**config.mk**
```make
export PLATFORM = sky130hd
export DESIGN_NAME = srer_top
export DESIGN_NICKNAME = d
export VERILOG_FILES = /design/src/srer_pkg.sv /design/src/srer_pair_reg.sv /design/src/srer_result_reg.sv /design/src/srer_top.sv
export SDC_FILE = /design/constraint.sdc
export NUM_CORES = 1
export LEC_CHECK = 0
export ABC_AREA = 1
export BUFFER_PORTS_ARGS = -buffer_cell sky130_fd_sc_hd__clkbuf_2
export CAP_MARGIN = 20
export CORE_MARGIN = 4
export CORE_UTILIZATION = 40
export DETAILED_ROUTE_END_ITERATION = 10
export PLACE_DENSITY = 0.53
export SLEW_MARGIN = 25
export SYNTH_ARGS = -nofsm -noshare
export SYNTH_HDL_FRONTEND = slang
export SYNTH_HIERARCHICAL = 1
export SYNTH_SLANG_ARGS = --single-unit
```
**constraint.sdc**
```tcl
create_clock -name ref_clk -period 10.3 [get_ports ref_clk]
set_clock_uncertainty 0.05 [all_clocks]
set_input_delay 2.06 -clock ref_clk [delete_from_list [all_inputs] [get_ports ref_clk]]
set_output_delay 2.06 -clock ref_clk [all_outputs]
set_load 0.01 [all_outputs]
```
**src/srer_pkg.sv**
```systemverilog
// Package: register selects, bit positions and reset values for the stream read error report block
package srer_pkg;
  // Register selects on the command-block port
  localparam logic [3:0] REG_DATA = 4'h0;
  localparam logic [3:0] REG_ERROR = 4'h1;
  localparam logic [3:0] REG_FEATURE = 4'h1;
  localparam logic [3:0] REG_SECT_CNT = 4'h2;
  localparam logic [3:0] REG_LBA_B0_B3 = 4'h3;
  localparam logic [3:0] REG_LBA_B1_B4 = 4'h4;
  localparam logic [3:0] REG_LBA_B2_B5 = 4'h5;
  localparam logic [3:0] REG_DEV_HEAD = 4'h6;
  localparam logic [3:0] REG_STATUS = 4'h7;
  localparam logic [3:0] REG_COMMAND = 4'h7;
  localparam logic [3:0] REG_DEV_CTRL = 4'he;
  // Error register bit positions
  localparam int ERR_TLO_BIT = 0;
  localparam int ERR_ABRT_BIT = 2;
  localparam int ERR_IDNF_BIT = 4;
  localparam int ERR_UNC_BIT = 6;
  localparam int ERR_ICRC_BIT = 7;
  // Status register bit positions
  localparam int ST_ERR_BIT = 0;
  localparam int ST_SE_BIT = 5;
  localparam int ST_RDY_BIT = 6;
  localparam int ST_BSY_BIT = 7;
  // Feature and device control bit positions
  localparam int FEAT_CRM_BIT = 6;
  localparam int DCTL_HOB_BIT = 7;
  // Reset values and the zero-count transfer length
  localparam logic [7:0] STATUS_RST = 8'h40;
  localparam logic [7:0] ZERO_BYTE = 8'h00;
  localparam logic [16:0] ZERO_COUNT_LEN = 17'h10000;
  // Sequencer states
  typedef enum logic [1:0]
  {
    SRER_IDLE = 2'b00,
    SRER_RUN = 2'b01,
    SRER_POST = 2'b10,
    SRER_DONE = 2'b11
  } srer_state_t;
endpackage : srer_pkg

```
**src/srer_pair_reg.sv**
```systemverilog
// Byte pair register: current and previous write copies of one command-block register
`timescale 1ns/1ps
`default_nettype none
module srer_pair_reg
#(
  parameter int W = 8
)
(
  input wire logic clk,
  input wire logic rst_n,
  input wire logic ce,
  input wire logic wr,
  input wire logic [W-1:0] wdata,
  output logic [W-1:0] cur_ff,
  output logic [W-1:0] prev_ff
);
  // Each write shifts the old current byte into the previous slot
  always_ff @(posedge clk or negedge rst_n)
  begin
    if (!rst_n)
    begin
      cur_ff <= '0;
      prev_ff <= '0;
    end
    else if (ce && wr)
    begin
      prev_ff <= cur_ff;
      cur_ff <= wdata;
    end
  end
endmodule : srer_pair_reg
`default_nettype wire

```
**src/srer_result_reg.sv**
```systemverilog
// Result capture: holds the ending address, count, error and status, loaded in one cycle
`timescale 1ns/1ps
`default_nettype none
module srer_result_reg
(
  input wire logic clk,
  input wire logic rst_n,
  input wire logic ce,
  input wire logic load,
  input wire logic [47:0] lba_in,
  input wire logic [15:0] cnt_in,
  input wire logic [7:0] err_in,
  input wire logic [7:0] st_in,
  output logic [47:0] lba_ff,
  output logic [15:0] cnt_ff,
  output logic [7:0] err_ff,
  output logic [7:0] st_ff
);
  // All four values move together so the host never sees a mixed set
  always_ff @(posedge clk or negedge rst_n)
  begin
    if (!rst_n)
    begin
      lba_ff <= '0;
      cnt_ff <= '0;
      err_ff <= srer_pkg::ZERO_BYTE;
      st_ff <= srer_pkg::STATUS_RST;
    end
    else if (ce && load)
    begin
      lba_ff <= lba_in;
      cnt_ff <= cnt_in;
      err_ff <= err_in;
      st_ff <= st_in;
    end
  end
endmodule : srer_result_reg
`default_nettype wire

```
**src/srer_top.sv**
```systemverilog
// Stream read error report: command-block registers, ending status and error address report
// Behaviour
// - Select clear returns error address low bytes
// - Select set returns error address high bytes
// - Time limit expiry sets error bit zero
// - Errors with continuous mode set stream flag
// - Reported address is first failing sector
// - Continuous mode count registers return suspect sector run
// - Continuous mode errors keep error bit clear
// - Continuous mode error type bits go to error log
// - Continuous mode runs full length until timeout
// - Zero sector count means 65536 sectors
`timescale 1ns/1ps
`default_nettype none
module srer_top
(
  input wire logic ref_clk,
  input wire logic arst_n,
  input wire logic clk_en,
  // Command-block register port, same clock domain
  input wire logic reg_wr,
  input wire logic reg_rd,
  input wire logic [3:0] reg_sel,
  input wire logic [7:0] reg_wdata,
  output logic [7:0] reg_rdata,
  // Media engine side
  output logic xfer_start,
  output logic [47:0] xfer_lba,
  output logic [16:0] xfer_len,
  output logic continuous_read_mode,
  input wire logic sector_done,
  input wire logic sector_bad,
  input wire logic err_icrc,
  input wire logic err_unc,
  input wire logic err_idnf,
  input wire logic err_abrt,
  input wire logic completion_time_limit,
  // Error log output
  output logic [7:0] err_log_ff,
  output logic err_log_wr,
  output logic busy
);
  logic rst_s1_ff;
  logic rst_n_ff;
  // Reset released through two flops; the first is read only by the second
  always_ff @(posedge ref_clk or negedge arst_n)
  begin
    if (!arst_n)
    begin
      rst_s1_ff <= 1'b0;
      rst_n_ff <= 1'b0;
    end
    else
    begin
      rst_s1_ff <= 1'b1;
      rst_n_ff <= rst_s1_ff;
    end
  end

  // Register write decode
  wire wr_en = clk_en && reg_wr;
  wire wr_feat = wr_en && reg_sel == srer_pkg::REG_FEATURE;
  wire wr_cnt = wr_en && reg_sel == srer_pkg::REG_SECT_CNT;
  wire wr_b0 = wr_en && reg_sel == srer_pkg::REG_LBA_B0_B3;
  wire wr_b1 = wr_en && reg_sel == srer_pkg::REG_LBA_B1_B4;
  wire wr_b2 = wr_en && reg_sel == srer_pkg::REG_LBA_B2_B5;
  wire wr_cmd = wr_en && reg_sel == srer_pkg::REG_COMMAND;
  wire wr_dctl = wr_en && reg_sel == srer_pkg::REG_DEV_CTRL;

  logic [7:0] feat_cur, feat_prev, cnt_cur, cnt_prev;
  logic [7:0] b0_cur, b3_prev, b1_cur, b4_prev, b2_cur, b5_prev;
  // Current write holds bytes 0..2, previous write bytes 3..5
  srer_pair_reg u_feat (.clk(ref_clk), .rst_n(rst_n_ff), .ce(clk_en), .wr(wr_feat), .wdata(reg_wdata),
    .cur_ff(feat_cur), .prev_ff(feat_prev));
  srer_pair_reg u_cnt (.clk(ref_clk), .rst_n(rst_n_ff), .ce(clk_en), .wr(wr_cnt), .wdata(reg_wdata),
    .cur_ff(cnt_cur), .prev_ff(cnt_prev));
  srer_pair_reg u_b0 (.clk(ref_clk), .rst_n(rst_n_ff), .ce(clk_en), .wr(wr_b0), .wdata(reg_wdata),
    .cur_ff(b0_cur), .prev_ff(b3_prev));
  srer_pair_reg u_b1 (.clk(ref_clk), .rst_n(rst_n_ff), .ce(clk_en), .wr(wr_b1), .wdata(reg_wdata),
    .cur_ff(b1_cur), .prev_ff(b4_prev));
  srer_pair_reg u_b2 (.clk(ref_clk), .rst_n(rst_n_ff), .ce(clk_en), .wr(wr_b2), .wdata(reg_wdata),
    .cur_ff(b2_cur), .prev_ff(b5_prev));

  logic hob_ff;
  // Device control write picks which half of the result is readable
  always_ff @(posedge ref_clk or negedge rst_n_ff)
  begin
    if (!rst_n_ff)
      hob_ff <= 1'b0;
    else if (wr_dctl)
      hob_ff <= reg_wdata[srer_pkg::DCTL_HOB_BIT];
  end

  wire [47:0] cmd_lba = {b5_prev, b4_prev, b3_prev, b2_cur, b1_cur, b0_cur};
  wire [15:0] cmd_cnt = {cnt_prev, cnt_cur};
  // Zero count is a full 65536 sector request
  wire [16:0] cmd_len = (cmd_cnt == 16'h0000) ? srer_pkg::ZERO_COUNT_LEN : {1'b0, cmd_cnt};

  srer_pkg::srer_state_t state_ff, nxt_state;
  logic crm_ff;
  logic [47:0] cur_lba_ff;
  logic [16:0] left_ff;
  logic [47:0] first_bad_ff;
  logic [15:0] bad_run_ff;
  logic run_open_ff;
  logic any_err_ff;
  logic [7:0] err_acc_ff;

  wire running = state_ff == srer_pkg::SRER_RUN;
  wire start = wr_cmd && state_ff != srer_pkg::SRER_RUN && state_ff != srer_pkg::SRER_POST;
  wire [7:0] evt_bits = {err_icrc, err_unc, 1'b0, err_idnf, 1'b0, err_abrt, 1'b0, completion_time_limit};
  wire evt_any = running && (|evt_bits || (sector_done && sector_bad));
  wire last_sector = sector_done && left_ff == 17'h00001;
  // Continuous mode ignores media errors; only the time limit stops it before the last sector
  wire stop_err = crm_ff ? completion_time_limit : (|evt_bits);
  wire finish = running && (last_sector || stop_err);
  // Next suspect count; the result takes it so a bad last sector is not lost
  wire bad_step = sector_done && sector_bad && (run_open_ff || !any_err_ff);
  wire [15:0] bad_run_nxt = (bad_step && bad_run_ff != 16'hffff) ? bad_run_ff + 16'h1 : bad_run_ff;

  // Sequencer next state
  always_comb
  begin
    nxt_state = state_ff;
    case (state_ff)
      srer_pkg::SRER_IDLE: if (start) nxt_state = srer_pkg::SRER_RUN;
      srer_pkg::SRER_RUN: if (finish) nxt_state = srer_pkg::SRER_POST;
      srer_pkg::SRER_POST: nxt_state = srer_pkg::SRER_DONE;
      srer_pkg::SRER_DONE: if (start) nxt_state = srer_pkg::SRER_RUN;
      default: nxt_state = srer_pkg::SRER_IDLE;
    endcase
  end

  always_ff @(posedge ref_clk or negedge rst_n_ff)
  begin
    if (!rst_n_ff)
      state_ff <= srer_pkg::SRER_IDLE;
    else if (clk_en)
      state_ff <= nxt_state;
  end

  // Command capture and progress tracking
  always_ff @(posedge ref_clk or negedge rst_n_ff)
  begin
    if (!rst_n_ff)
    begin
      crm_ff <= 1'b0;
      cur_lba_ff <= '0;
      left_ff <= '0;
    end
    else if (clk_en)
    begin
      if (start)
      begin
        crm_ff <= feat_cur[srer_pkg::FEAT_CRM_BIT];
        cur_lba_ff <= cmd_lba;
        left_ff <= cmd_len;
      end
      else if (running && sector_done)
      begin
        cur_lba_ff <= cur_lba_ff + 48'h1;
        left_ff <= left_ff - 17'h1;
      end
    end
  end

  // First bad sector and the run of suspect sectors that starts with it
  always_ff @(posedge ref_clk or negedge rst_n_ff)
  begin
    if (!rst_n_ff)
    begin
      first_bad_ff <= '0;
      bad_run_ff <= '0;
      run_open_ff <= 1'b0;
      any_err_ff <= 1'b0;
      err_acc_ff <= srer_pkg::ZERO_BYTE;
    end
    else if (clk_en)
    begin
      if (start)
      begin
        first_bad_ff <= '0;
        bad_run_ff <= '0;
        run_open_ff <= 1'b0;
        any_err_ff <= 1'b0;
        err_acc_ff <= srer_pkg::ZERO_BYTE;
      end
      else if (running)
      begin
        err_acc_ff <= err_acc_ff | evt_bits;
        if (evt_any)
          any_err_ff <= 1'b1;
        if (evt_any && !any_err_ff)
          first_bad_ff <= cur_lba_ff;
        // Counter saturates; a longer run still reads as the maximum
        if (bad_step)
        begin
          run_open_ff <= 1'b1;
          bad_run_ff <= bad_run_nxt;
        end
        else if (sector_done)
          run_open_ff <= 1'b0;
      end
    end
  end

  // Ending values; continuous mode hides the error type in the error register
  wire se_end = crm_ff && (any_err_ff || evt_any);
  wire [7:0] err_final = err_acc_ff | (running ? evt_bits : 8'h00);
  wire [7:0] err_end = crm_ff ? {7'h00, err_final[srer_pkg::ERR_TLO_BIT]} : err_final;
  wire err_bit_end = !crm_ff && (|err_final);
  wire [7:0] st_end = {1'b0, 1'b1, se_end, 4'h0, err_bit_end};
  // An error first seen on the finishing cycle is the current sector, not the stale capture
  wire [47:0] lba_end = (se_end && any_err_ff) ? first_bad_ff : cur_lba_ff;
  wire [15:0] cnt_end = se_end ? bad_run_nxt : 16'h0000;

  logic [47:0] res_lba;
  logic [15:0] res_cnt;
  logic [7:0] res_err, res_st;
  // Results load on the finishing cycle, one cycle before busy drops
  srer_result_reg u_res (.clk(ref_clk), .rst_n(rst_n_ff), .ce(clk_en), .load(finish),
    .lba_in(lba_end), .cnt_in(cnt_end), .err_in(err_end), .st_in(st_end),
    .lba_ff(res_lba), .cnt_ff(res_cnt), .err_ff(res_err), .st_ff(res_st));

  // Error log receives the full type bits in continuous mode
  always_ff @(posedge ref_clk or negedge rst_n_ff)
  begin
    if (!rst_n_ff)
    begin
      err_log_ff <= srer_pkg::ZERO_BYTE;
      err_log_wr <= 1'b0;
    end
    else if (clk_en)
    begin
      err_log_wr <= finish && se_end;
      if (finish && se_end)
        err_log_ff <= err_final;
    end
  end

  // Busy covers run and post, so status never shows stale values
  assign busy = running || state_ff == srer_pkg::SRER_POST;
  assign xfer_start = start;
  assign xfer_lba = cmd_lba;
  assign xfer_len = cmd_len;
  assign continuous_read_mode = crm_ff;

  // Read mux; the select chooses low or high address half
  wire [7:0] st_live = busy ? {1'b1, 7'h00} : res_st;
  wire [7:0] rd_b0 = hob_ff ? res_lba[31:24] : res_lba[7:0];
  wire [7:0] rd_b1 = hob_ff ? res_lba[39:32] : res_lba[15:8];
  wire [7:0] rd_b2 = hob_ff ? res_lba[47:40] : res_lba[23:16];
  wire [7:0] rd_cnt = hob_ff ? res_cnt[15:8] : res_cnt[7:0];
  always_comb
  begin
    case (reg_sel)
      srer_pkg::REG_ERROR: reg_rdata = res_err;
      srer_pkg::REG_SECT_CNT: reg_rdata = rd_cnt;
      srer_pkg::REG_LBA_B0_B3: reg_rdata = rd_b0;
      srer_pkg::REG_LBA_B1_B4: reg_rdata = rd_b1;
      srer_pkg::REG_LBA_B2_B5: reg_rdata = rd_b2;
      srer_pkg::REG_STATUS: reg_rdata = st_live;
      default: reg_rdata = 8'h00;
    endcase
  end

  // Checks
  a_hob_high_half: assert property (@(posedge ref_clk) disable iff (!rst_n_ff)
    (hob_ff && reg_sel == srer_pkg::REG_LBA_B2_B5) |-> reg_rdata == res_lba[47:40])
    else $error("high half not shown");
  a_hob_low_half: assert property (@(posedge ref_clk) disable iff (!rst_n_ff)
    (!hob_ff && reg_sel == srer_pkg::REG_LBA_B0_B3) |-> reg_rdata == res_lba[7:0])
    else $error("low half not shown");
  a_crm_err_clear: assert property (@(posedge ref_clk) disable iff (!rst_n_ff)
    (clk_en && finish && crm_ff) |=> !res_st[srer_pkg::ST_ERR_BIT])
    else $error("error bit set in continuous mode");
  a_se_on_error: assert property (@(posedge ref_clk) disable iff (!rst_n_ff)
    (clk_en && finish && crm_ff && (any_err_ff || evt_any)) |=> res_st[srer_pkg::ST_SE_BIT])
    else $error("stream flag missing");
  a_tlo_reported: assert property (@(posedge ref_clk) disable iff (!rst_n_ff)
    (clk_en && finish && completion_time_limit) |=> res_err[srer_pkg::ERR_TLO_BIT])
    else $error("time limit flag missing");
  a_log_types: assert property (@(posedge ref_clk) disable iff (!rst_n_ff)
    (clk_en && finish && se_end && err_unc) |=> err_log_wr && err_log_ff[srer_pkg::ERR_UNC_BIT])
    else $error("log misses error type");
  a_first_addr: assert property (@(posedge ref_clk) disable iff (!rst_n_ff)
    (clk_en && finish && se_end) |=> res_lba == first_bad_ff)
    else $error("wrong error address");
  a_zero_count: assert property (@(posedge ref_clk) disable iff (!rst_n_ff)
    (clk_en && start && cmd_cnt == 16'h0000) |=> left_ff == 17'h10000)
    else $error("zero count not full length");
  a_busy_order: assert property (@(posedge ref_clk) disable iff (!rst_n_ff)
    (clk_en && finish) |=> busy ##1 (!clk_en || !busy))
    else $error("busy dropped early");
  a_crm_no_stop: assert property (@(posedge ref_clk) disable iff (!rst_n_ff)
    (running && crm_ff && err_unc && !completion_time_limit && !last_sector) |-> !finish)
    else $error("continuous mode stopped on error");
  a_count_run: assert property (@(posedge ref_clk) disable iff (!rst_n_ff)
    (clk_en && finish && se_end) |=> res_cnt == bad_run_ff)
    else $error("suspect count wrong");
endmodule : srer_top
`default_nettype wire

```
After elaboration in Yosys (flattened, before gate mapping)
Cells that the tools add are included.
- output and inout bits: 85
- input port bits: 24
- word-level logic and storage cells: 138
- bits in registers: 299
- muxes and demuxes: 35
- reductions and logical operators: 55
- bitwise operators: 2
- equal/unequal tests: 16
- $add $sub $neg: 3
- operator list (operator ; count):
    2-to-1 mux 48 bit ; 6
    2-to-1 mux 16 bit ; 5
    2-to-1 mux 8 bit ; 9
    2-to-1 mux 17 bit ; 3
    adder 48 x 1 -> 48 bit (second input constant) ; 1
    case mux 8 bit (6 select lines) ; 1
    logical AND 1 bit ; 28
    equality test 17 x 1 -> 1 bit (second input constant) ; 1
    subtractor 17 x 1 -> 17 bit (second input constant) ; 1
    adder 16 x 1 -> 16 bit (second input constant) ; 1
    zero test 16 bit ; 1
    inequality test 16 bit (second input constant) ; 1
    OR 8 bit ; 2
    AND reduction 3 bit ; 5
    equality test 4 x 3 -> 1 bit (second input constant) ; 3
    nonzero test 2 bit ; 5
    equality test 4 x 2 -> 1 bit (second input constant) ; 2
    2-to-1 mux 1 bit ; 8
    AND reduction 2 bit ; 4
    OR reduction 8 bit ; 1
    inequality test 2 x 1 -> 1 bit (second input constant) ; 3
    case mux 2 bit (3 select lines) ; 1
    logical OR 1 bit ; 5
    OR reduction 5 bit ; 1
    other kinds (10) ; 13

Logic depth before layout (Yosys ltp)
Gate-level depths: netlist of run 1.
- word-level depth: 8
- depth in mapped cells: 13
- mapped depth without buffers: 11

Cells and area by module
Netlist of run 1, hierarchy kept.
- by module, submodules not included (module ; times used ; area each (um^2) ; sequential area each (um^2) ; cells an instance):
    srer_top ; 1 ; 10516.3 ; 3703.6 ; 1696
    srer_pair_reg ; 5 ; 690.7 ; 400.4 ; 70
    srer_result_reg ; 1 ; 3246.9 ; 2003.2 ; 347

Worst setup path before layout of run 1
No wires, ideal clock.
- path type: input to output
- start: input port reg_sel[0]
- end: output port reg_rdata[1]
- data required time: 8190 ps
- path buffers: 0
- stages: 7
- arrival: 2968 ps
- slack: 5222 ps
- cells stage by stage: inv_1 > nand2_1 > nor3_1 > inv_1 > a21oi_1 > nor3_1 > nand3b_1
- cells in the longest elaborated chain, start to end: 2
- elaborated cells between the ends (all ways): 7
- those cells by class: eq/ne: 6; mux: 1
- ends and longest elaborated chain (what ; line ; RTL):
    start: declaration ; srer_top.sv:23 ; input wire logic [3:0] reg_sel,
    equality test 4 x 3 -> 1 bit (tied with other cells) ; srer_top.sv:256 ; case (reg_sel)
    case mux 8 bit (6 select lines) (*) ; srer_top.sv:256 ;
    end: declaration ; srer_top.sv:25 ; output logic [7:0] reg_rdata,
Mark *: on every way between the ends. The rest lies on a longest branch, timed or not.

Final worst setup path of run 1
- start: input port clk_en
- end: output port xfer_start
- cells in the longest elaborated chain, start to end: 4
- ends and longest elaborated chain (what ; line ; RTL):
    start: declaration ; srer_top.sv:19 ; input wire logic clk_en,
    logical AND 1 bit ; srer_top.sv:61 ; wire wr_en = clk_en && reg_wr;
    logical AND 1 bit ; srer_top.sv:67 ; wire wr_cmd = wr_en && reg_sel == srer_pkg::REG_COMMAND;
    logical AND 1 bit (2 in series) ; srer_top.sv:110 ; wire start = wr_cmd && state_ff != srer_pkg::SRER_RUN && state_ff != srer_pkg::SRER_POST;
    end: declaration ; srer_top.sv:27 ; output logic xfer_start,
Every way passes these cells.

==> results of run 1 <==
[sequential cells by signal (all words and copies together), names as in the netlist, 2 cells and up]
| name | cells |
|---|---|
| u_b1/cur_ff | 8 |
| cur_lba_ff | 48 |
| u_cnt/cur_ff | 8 |
| u_b2/cur_ff | 8 |
| state_ff | 2 |
| err_acc_ff | 5 |
| u_res/cnt_ff | 16 |
| first_bad_ff | 48 |
| u_res/st_ff | 8 |
| u_cnt/prev_ff | 8 |
| left_ff | 17 |
| u_b1/prev_ff | 8 |
| u_res/err_ff | 8 |
| u_b0/cur_ff | 8 |
| bad_run_ff | 16 |
| u_b2/prev_ff | 8 |
| err_log_ff | 5 |
| u_res/lba_ff | 48 |
| u_b0/prev_ff | 8 |
[final timing paths]
| check | from | endpoint | slack [ps] | depth (start not counted) |
|---|---|---|---|---|
| setup / recovery | clk_en | xfer_start | 4280 | 7 |
| hold / removal | rst_n_ff | left_ff[15] | 280 | 0 |
| setup reg to reg | state_ff[1] | first_bad_ff[41] | 7110 | 9 |
| hold reg to reg | rst_n_ff | left_ff[15] | 280 | 0 |
| max in group asynchronous | rst_n_ff | u_res/cnt_ff[6] | 8160 | 2 |
| min in group ref_clk | rst_s1_ff | rst_n_ff | 300 | 0 |
[metrics by stage]
step	setup slack [ps]	total power, mW	std cells	hold slack [ps]	util
finish	4280	4.61	2932	277	0.450
global route	4150	4.95	2931	325	0.450
CTS	4250	4.64	2930	298	0.449
detailed placement	4250	3.25	2866	291	0.418
global placement	4260	3.22	2866	290	0.418
floorplan	1480	2.81	2341	281	-
[cell usage in the layout (no fill, tap or decap), types with 3 or more instances in the layout]
master       n
dfrtp_1    291
nand4_1     30
nor2_1     249
nand2_8      6
nand3_1    228
nand3_2      3
ha_1         6
nor2_2       6
nand3b_1     7
bufinv_16    3
clkbuf_1     5
o211ai_1     8
nor4_1       4
or2_2        3
o21ai_0    114
a21oi_1     84
xnor2_1      4
clkbuf_16   39
inv_1      173
clkbuf_2   103
a211oi_1     3
a41oi_1      3
clkinv_2     3
nor2_4       4
o21ai_1      5
clkbuf_8    11
conb_1      13
xor2_1      13
nand2_1    880
nor3_1      12
inv_2        3
buf_4       19
a31o_2       3
o22ai_1      7
a31oi_1      6
nand2_2     19
[layout make-up]
class / count / share of cell area
clock inverters: 9 / 0.00706
clock buffers: 55 / 0.0622
repair buffers: 125 / 0.0384
inverters: 177 / 0.0362
well taps: 532 / 0.0361
diodes: 1 / 0.000136
flip-flops and latches: 293 / 0.398
multi-input cells: 1740 / 0.422
[report_power, final]
part	leakage (nW)	internal, mW	total (mW)	switching (mW)
clock	0.629	0.843	1.36	0.520
sequential	3.72	1.50	1.78	0.280
combinational	5.10	0.456	1.47	1.02
[worst max-delay path, delay by kind of cell]
| kind | cells | cell delay [ps] |
|---|---|---|
| buffers and inverters | 4 | 1190 |
| AND/OR/NAND/NOR | 3 | 580 |
[per-layer routing]
metal / vias to the layer above / global-route usage / wire length (µm)
met2: 464 / 0.350 / 22600
met4: 0 / 0.0691 / 1380
li1: 7485 / - / -
met3: 77 / 0.0356 / 3200
met5: - / 0 / 0
met1: 7182 / 0.347 / 25000
==> results_dict.tcl, run 1 <==
set metrics [dict create \
    first_pass_iters 5 \
    grt_overflow 0 \
    holdBufCountCts 0 \
    finalHoldViolations 0 \
    drtIter0Drc 1272 \
    max_cap_violations 0 \
    end_kind "output pin" \
    initial_utilization 0.406 \
    drt-wirelength-per-cell_um 17.8 \
    critPathKind "in2out" \
    fill_cells 4282 \
    grt_max_degree 94 \
    design_area_um2 18400 \
    dp_hpwl_mm 36.4 \
    htree_levels 2 \
    synth.avg_cell_area_um2 7.13 \
    syn-cell-area_um2 16600 \
    cts-root-buf "clkbuf_16" \
    yosysWarnings 6 \
    grtUsageTotal 0.232 \
    cts_buffers 37 \
    multi_input_area_um2 7770 \
    drc_errors 0 \
    grt_pass1_wl_mm 82.6 \
    path_clk_slew_ps 60 \
    drv_slew 0 \
    routed_wl_mm 52.2 \
    rsz0062_at_grt "no" \
    worstMarginPinSlew_ps 895 \
    num_rows 74 \
    cts_max_path_buffers 3 \
    ir_drop_v 0.000108 \
    final.period_utilization 0.584 \
    tritoncts "yes" \
    via_count 15208 \
    tns_ps 0 \
    die_y_um 212 \
    p_per_area_nw_per_um2 250 \
    path_cells "buf_6 -> nand2_1 -> inv_1 -> nand2_1 -> nor2_4 -> buf_4 -> clkbuf_2" \
    cp-start-kind "input pin" \
    required_ps 8190 \
    ioPinCount 109 \
    place_area_um2 17100 \
    crit_fanout 48 \
    clock_latency_ps 560 \
    cts.repair.resized 0 \
    die_area_um2 44800 \
    slew_headroom 0.404 \
    postCtsSetupBuffers 0 \
    power_leakage_nw 9.45 \
    fin_nets 2404 \
    grt_antenna_before_repair 1 \
    fp.coreArea_um2 40900 \
    antenna_left 0 \
    max_freq_ghz 0.166 \
    period_minus_slack_ps 6020 \
    critPathArrivalTime_ps 3910 \
    slowest_delay_ps 430 \
    grt_pass1_vias 14545 \
    syn2layout_area_growth_pct 11.0 \
    seqCellArea_um2 7340 \
    vias_per_cell 5.19 \
    min_path_type "reg2async" \
    finalSetupViolCount 0 \
    status "completed" \
    netlist_instances 2330 \
    gp_congestion 0.947 \
    crit_path_frequent_cell "nand2_1" \
    slowest_stage "buf_4" \
    fp.dieW_um 212 \
    port_buffers 104 \
    drive_gt1_frac 0.100 \
    clock_sinks 293 \
]
(Power assumes the default switching activity.)
==> run 2, diff against run 1 <==
==> constraint.sdc (replaced) <==
create_clock -name ref_clk -period 6.2 [get_ports ref_clk]
set_clock_uncertainty 0.05 [all_clocks]
set_input_delay 1.24 -clock ref_clk [delete_from_list [all_inputs] [get_ports ref_clk]]
set_output_delay 1.24 -clock ref_clk [all_outputs]
set_load 0.01 [all_outputs]
==> results_dict.tcl, run 2 (same netlist as run 1, synthesis figures left out) <==
set metrics [dict create \
    num_rows 74 \
    drv_slew 0 \
    insertedDiodeCount 0 \
    fin_nets 2403 \
    htree_levels 2 \
    fp.dieW_um 212 \
    status "completed" \
    rsz0062_at_grt "no" \
    crit_fanout 7 \
    finalSetupViolCount 0 \
    place_area_um2 17100 \
    end_kind "output pin" \
    slew_headroom 0.380 \
    seqCellArea_um2 7340 \
    cp-start-kind "input pin" \
    crit_start "reg_sel[3]" \
    cts_buffers 37 \
    vias_per_cell 5.20 \
    grt_pass1_wl_mm 82.5 \
    drtIter0Drc 1425 \
    top_regs "cur_lba_ff (48), first_bad_ff (48), u_res/lba_ff (48)" \
    gp_congestion 0.984 \
    slowest_delay_ps 420 \
    tritoncts "yes" \
    grtUsageTotal 0.232 \
    max_freq_ghz 0.236 \
    syn2layout_area_growth_pct 10.4 \
    min_path_type "reg2async" \
    p_per_area_nw_per_um2 409 \
    cts.repair.resized 0 \
    finalHoldViolations 0 \
    grt_max_degree 94 \
    fill_cells 4279 \
    power_leakage_nw 9.40 \
    required_ps 4910 \
    grt_antenna_before_repair 0 \
    worstMarginPinSlew_ps 927 \
    postCtsSetupBuffers 0 \
    die_y_um 212 \
    tns_ps 0 \
    fp.coreArea_um2 40900 \
    cp-endpoint "reg_rdata[0]" \
    path_clk_slew_ps 60 \
    post-route-util 0.448 \
    multi_input_area_um2 7780 \
    cts_max_path_buffers 3 \
    period_minus_slack_ps 4250 \
    design_area_um2 18300 \
    drc_errors 0 \
    path_cells "clkbuf_2 -> inv_1 -> nand2_1 -> nor3_1 -> inv_1 -> a21oi_1 -> or2_2 -> nor2_1 -> nand3_1 -> clkbuf_2" \
    drive_gt1_frac 0.0984 \
    grt_pass1_vias 14444 \
    slowest_stage "nor3_1" \
    ir_drop_v 0.000217 \
    final_common_cell "nand2_1" \
    final_cell_mix "nand2_1 (880), dfrtp_1 (291), nor2_1 (249)" \
    max_cap_violations 0 \
    rr_worst_depth 8 \
    critPathKind "in2out" \
    clock_sinks 293 \
    routed_wl_mm 52.3 \
    reg2reg_to "cur_lba_ff[16]" \
    grt_overflow 0 \
    die_area_um2 44800 \
    r2r_setup_slack_ps 3000 \
    critPathArrivalTime_ps 2960 \
    initial_utilization 0.406 \
    ioPinCount 109 \
    cts-root-buf "clkbuf_16" \
    first_pass_iters 7 \
    r2r_start "state_ff[0]" \
    drt-wirelength-per-cell_um 17.8 \
    final.period_utilization 0.685 \
    via_count 15240 \
    port_buffers 104 \
    holdBufCountCts 0 \
    clock_latency_ps 550 \
    antenna_left 0 \
    dp_hpwl_mm 36.6 \
]
## run 2: cell count changes in the layout (fill, tap and decap cells not counted), moves of 2 or more
cell / previous run / this run
buf_4: 19 / 17
clkbuf_1: 5 / 9
clkbuf_8: 11 / 8
clkinv_2: 3 / 7
bufinv_16: 3 / 1
## run 2: stage by stage
stage / power [mW] / hold WS [ps] / worst slack (ps) / std cells
3_5_place_dp: 5.40 / 290 / 1980 / 2865
3_3_place_gp: 5.34 / 288 / 2060 / 2865
2_1_floorplan: 4.66 / 281 / 1350 / 2341
5_1_grt: 8.05 / 193 / 1860 / 2930
4_1_cts: 7.55 / 303 / 2000 / 2929
6_report: 7.51 / 159 / 1950 / 2930
## run 2: how the worst min path moves through the flow
stage,startpoint,end,slack [ps]
floorplan,rst_s1_ff,rst_n_ff,280
global placement,rst_s1_ff,rst_n_ff,290
detailed placement,rst_s1_ff,rst_n_ff,290
CTS,rst_s1_ff,rst_n_ff,300
global route,rst_n_ff,left_ff[7],190
finish,rst_n_ff,left_ff[15],160
## run 2: where the power goes
group / total [mW] / internal (mW) / switching, mW
clock network: 2.11 / 1.26 / 0.850
logic: 2.45 / 0.759 / 1.69
registers: 2.95 / 2.49 / 0.459
## run 2: cell type report
class	count	share of cell area
clock buffer	55	0.0597
clock inverter	9	0.00444
inverter	177	0.0364
multi-input combinational	1740	0.424
sequential	293	0.400
tap	532	0.0363
timing repair buffer	124	0.0389
## run 2: metal layers
| metal | routed length, µm | GRT usage | vias to the layer above |
|---|---|---|---|
| met3 | 2750 | 0.0326 | 77 |
| met4 | 1290 | 0.0657 | 0 |
| met5 | 0 | 0 | - |
| met1 | 25100 | 0.348 | 7241 |
| li1 | - | - | 7482 |
| met2 | 23100 | 0.350 | 440 |
## run 2: worst max-delay path, delay by kind of cell
| kind | cells | cell delay [ps] |
|---|---|---|
| AOI/OAI and AO/OA | 1 | 250 |
| and+or+nand+nor | 5 | 830 |
| buffers and inverters | 4 | 640 |
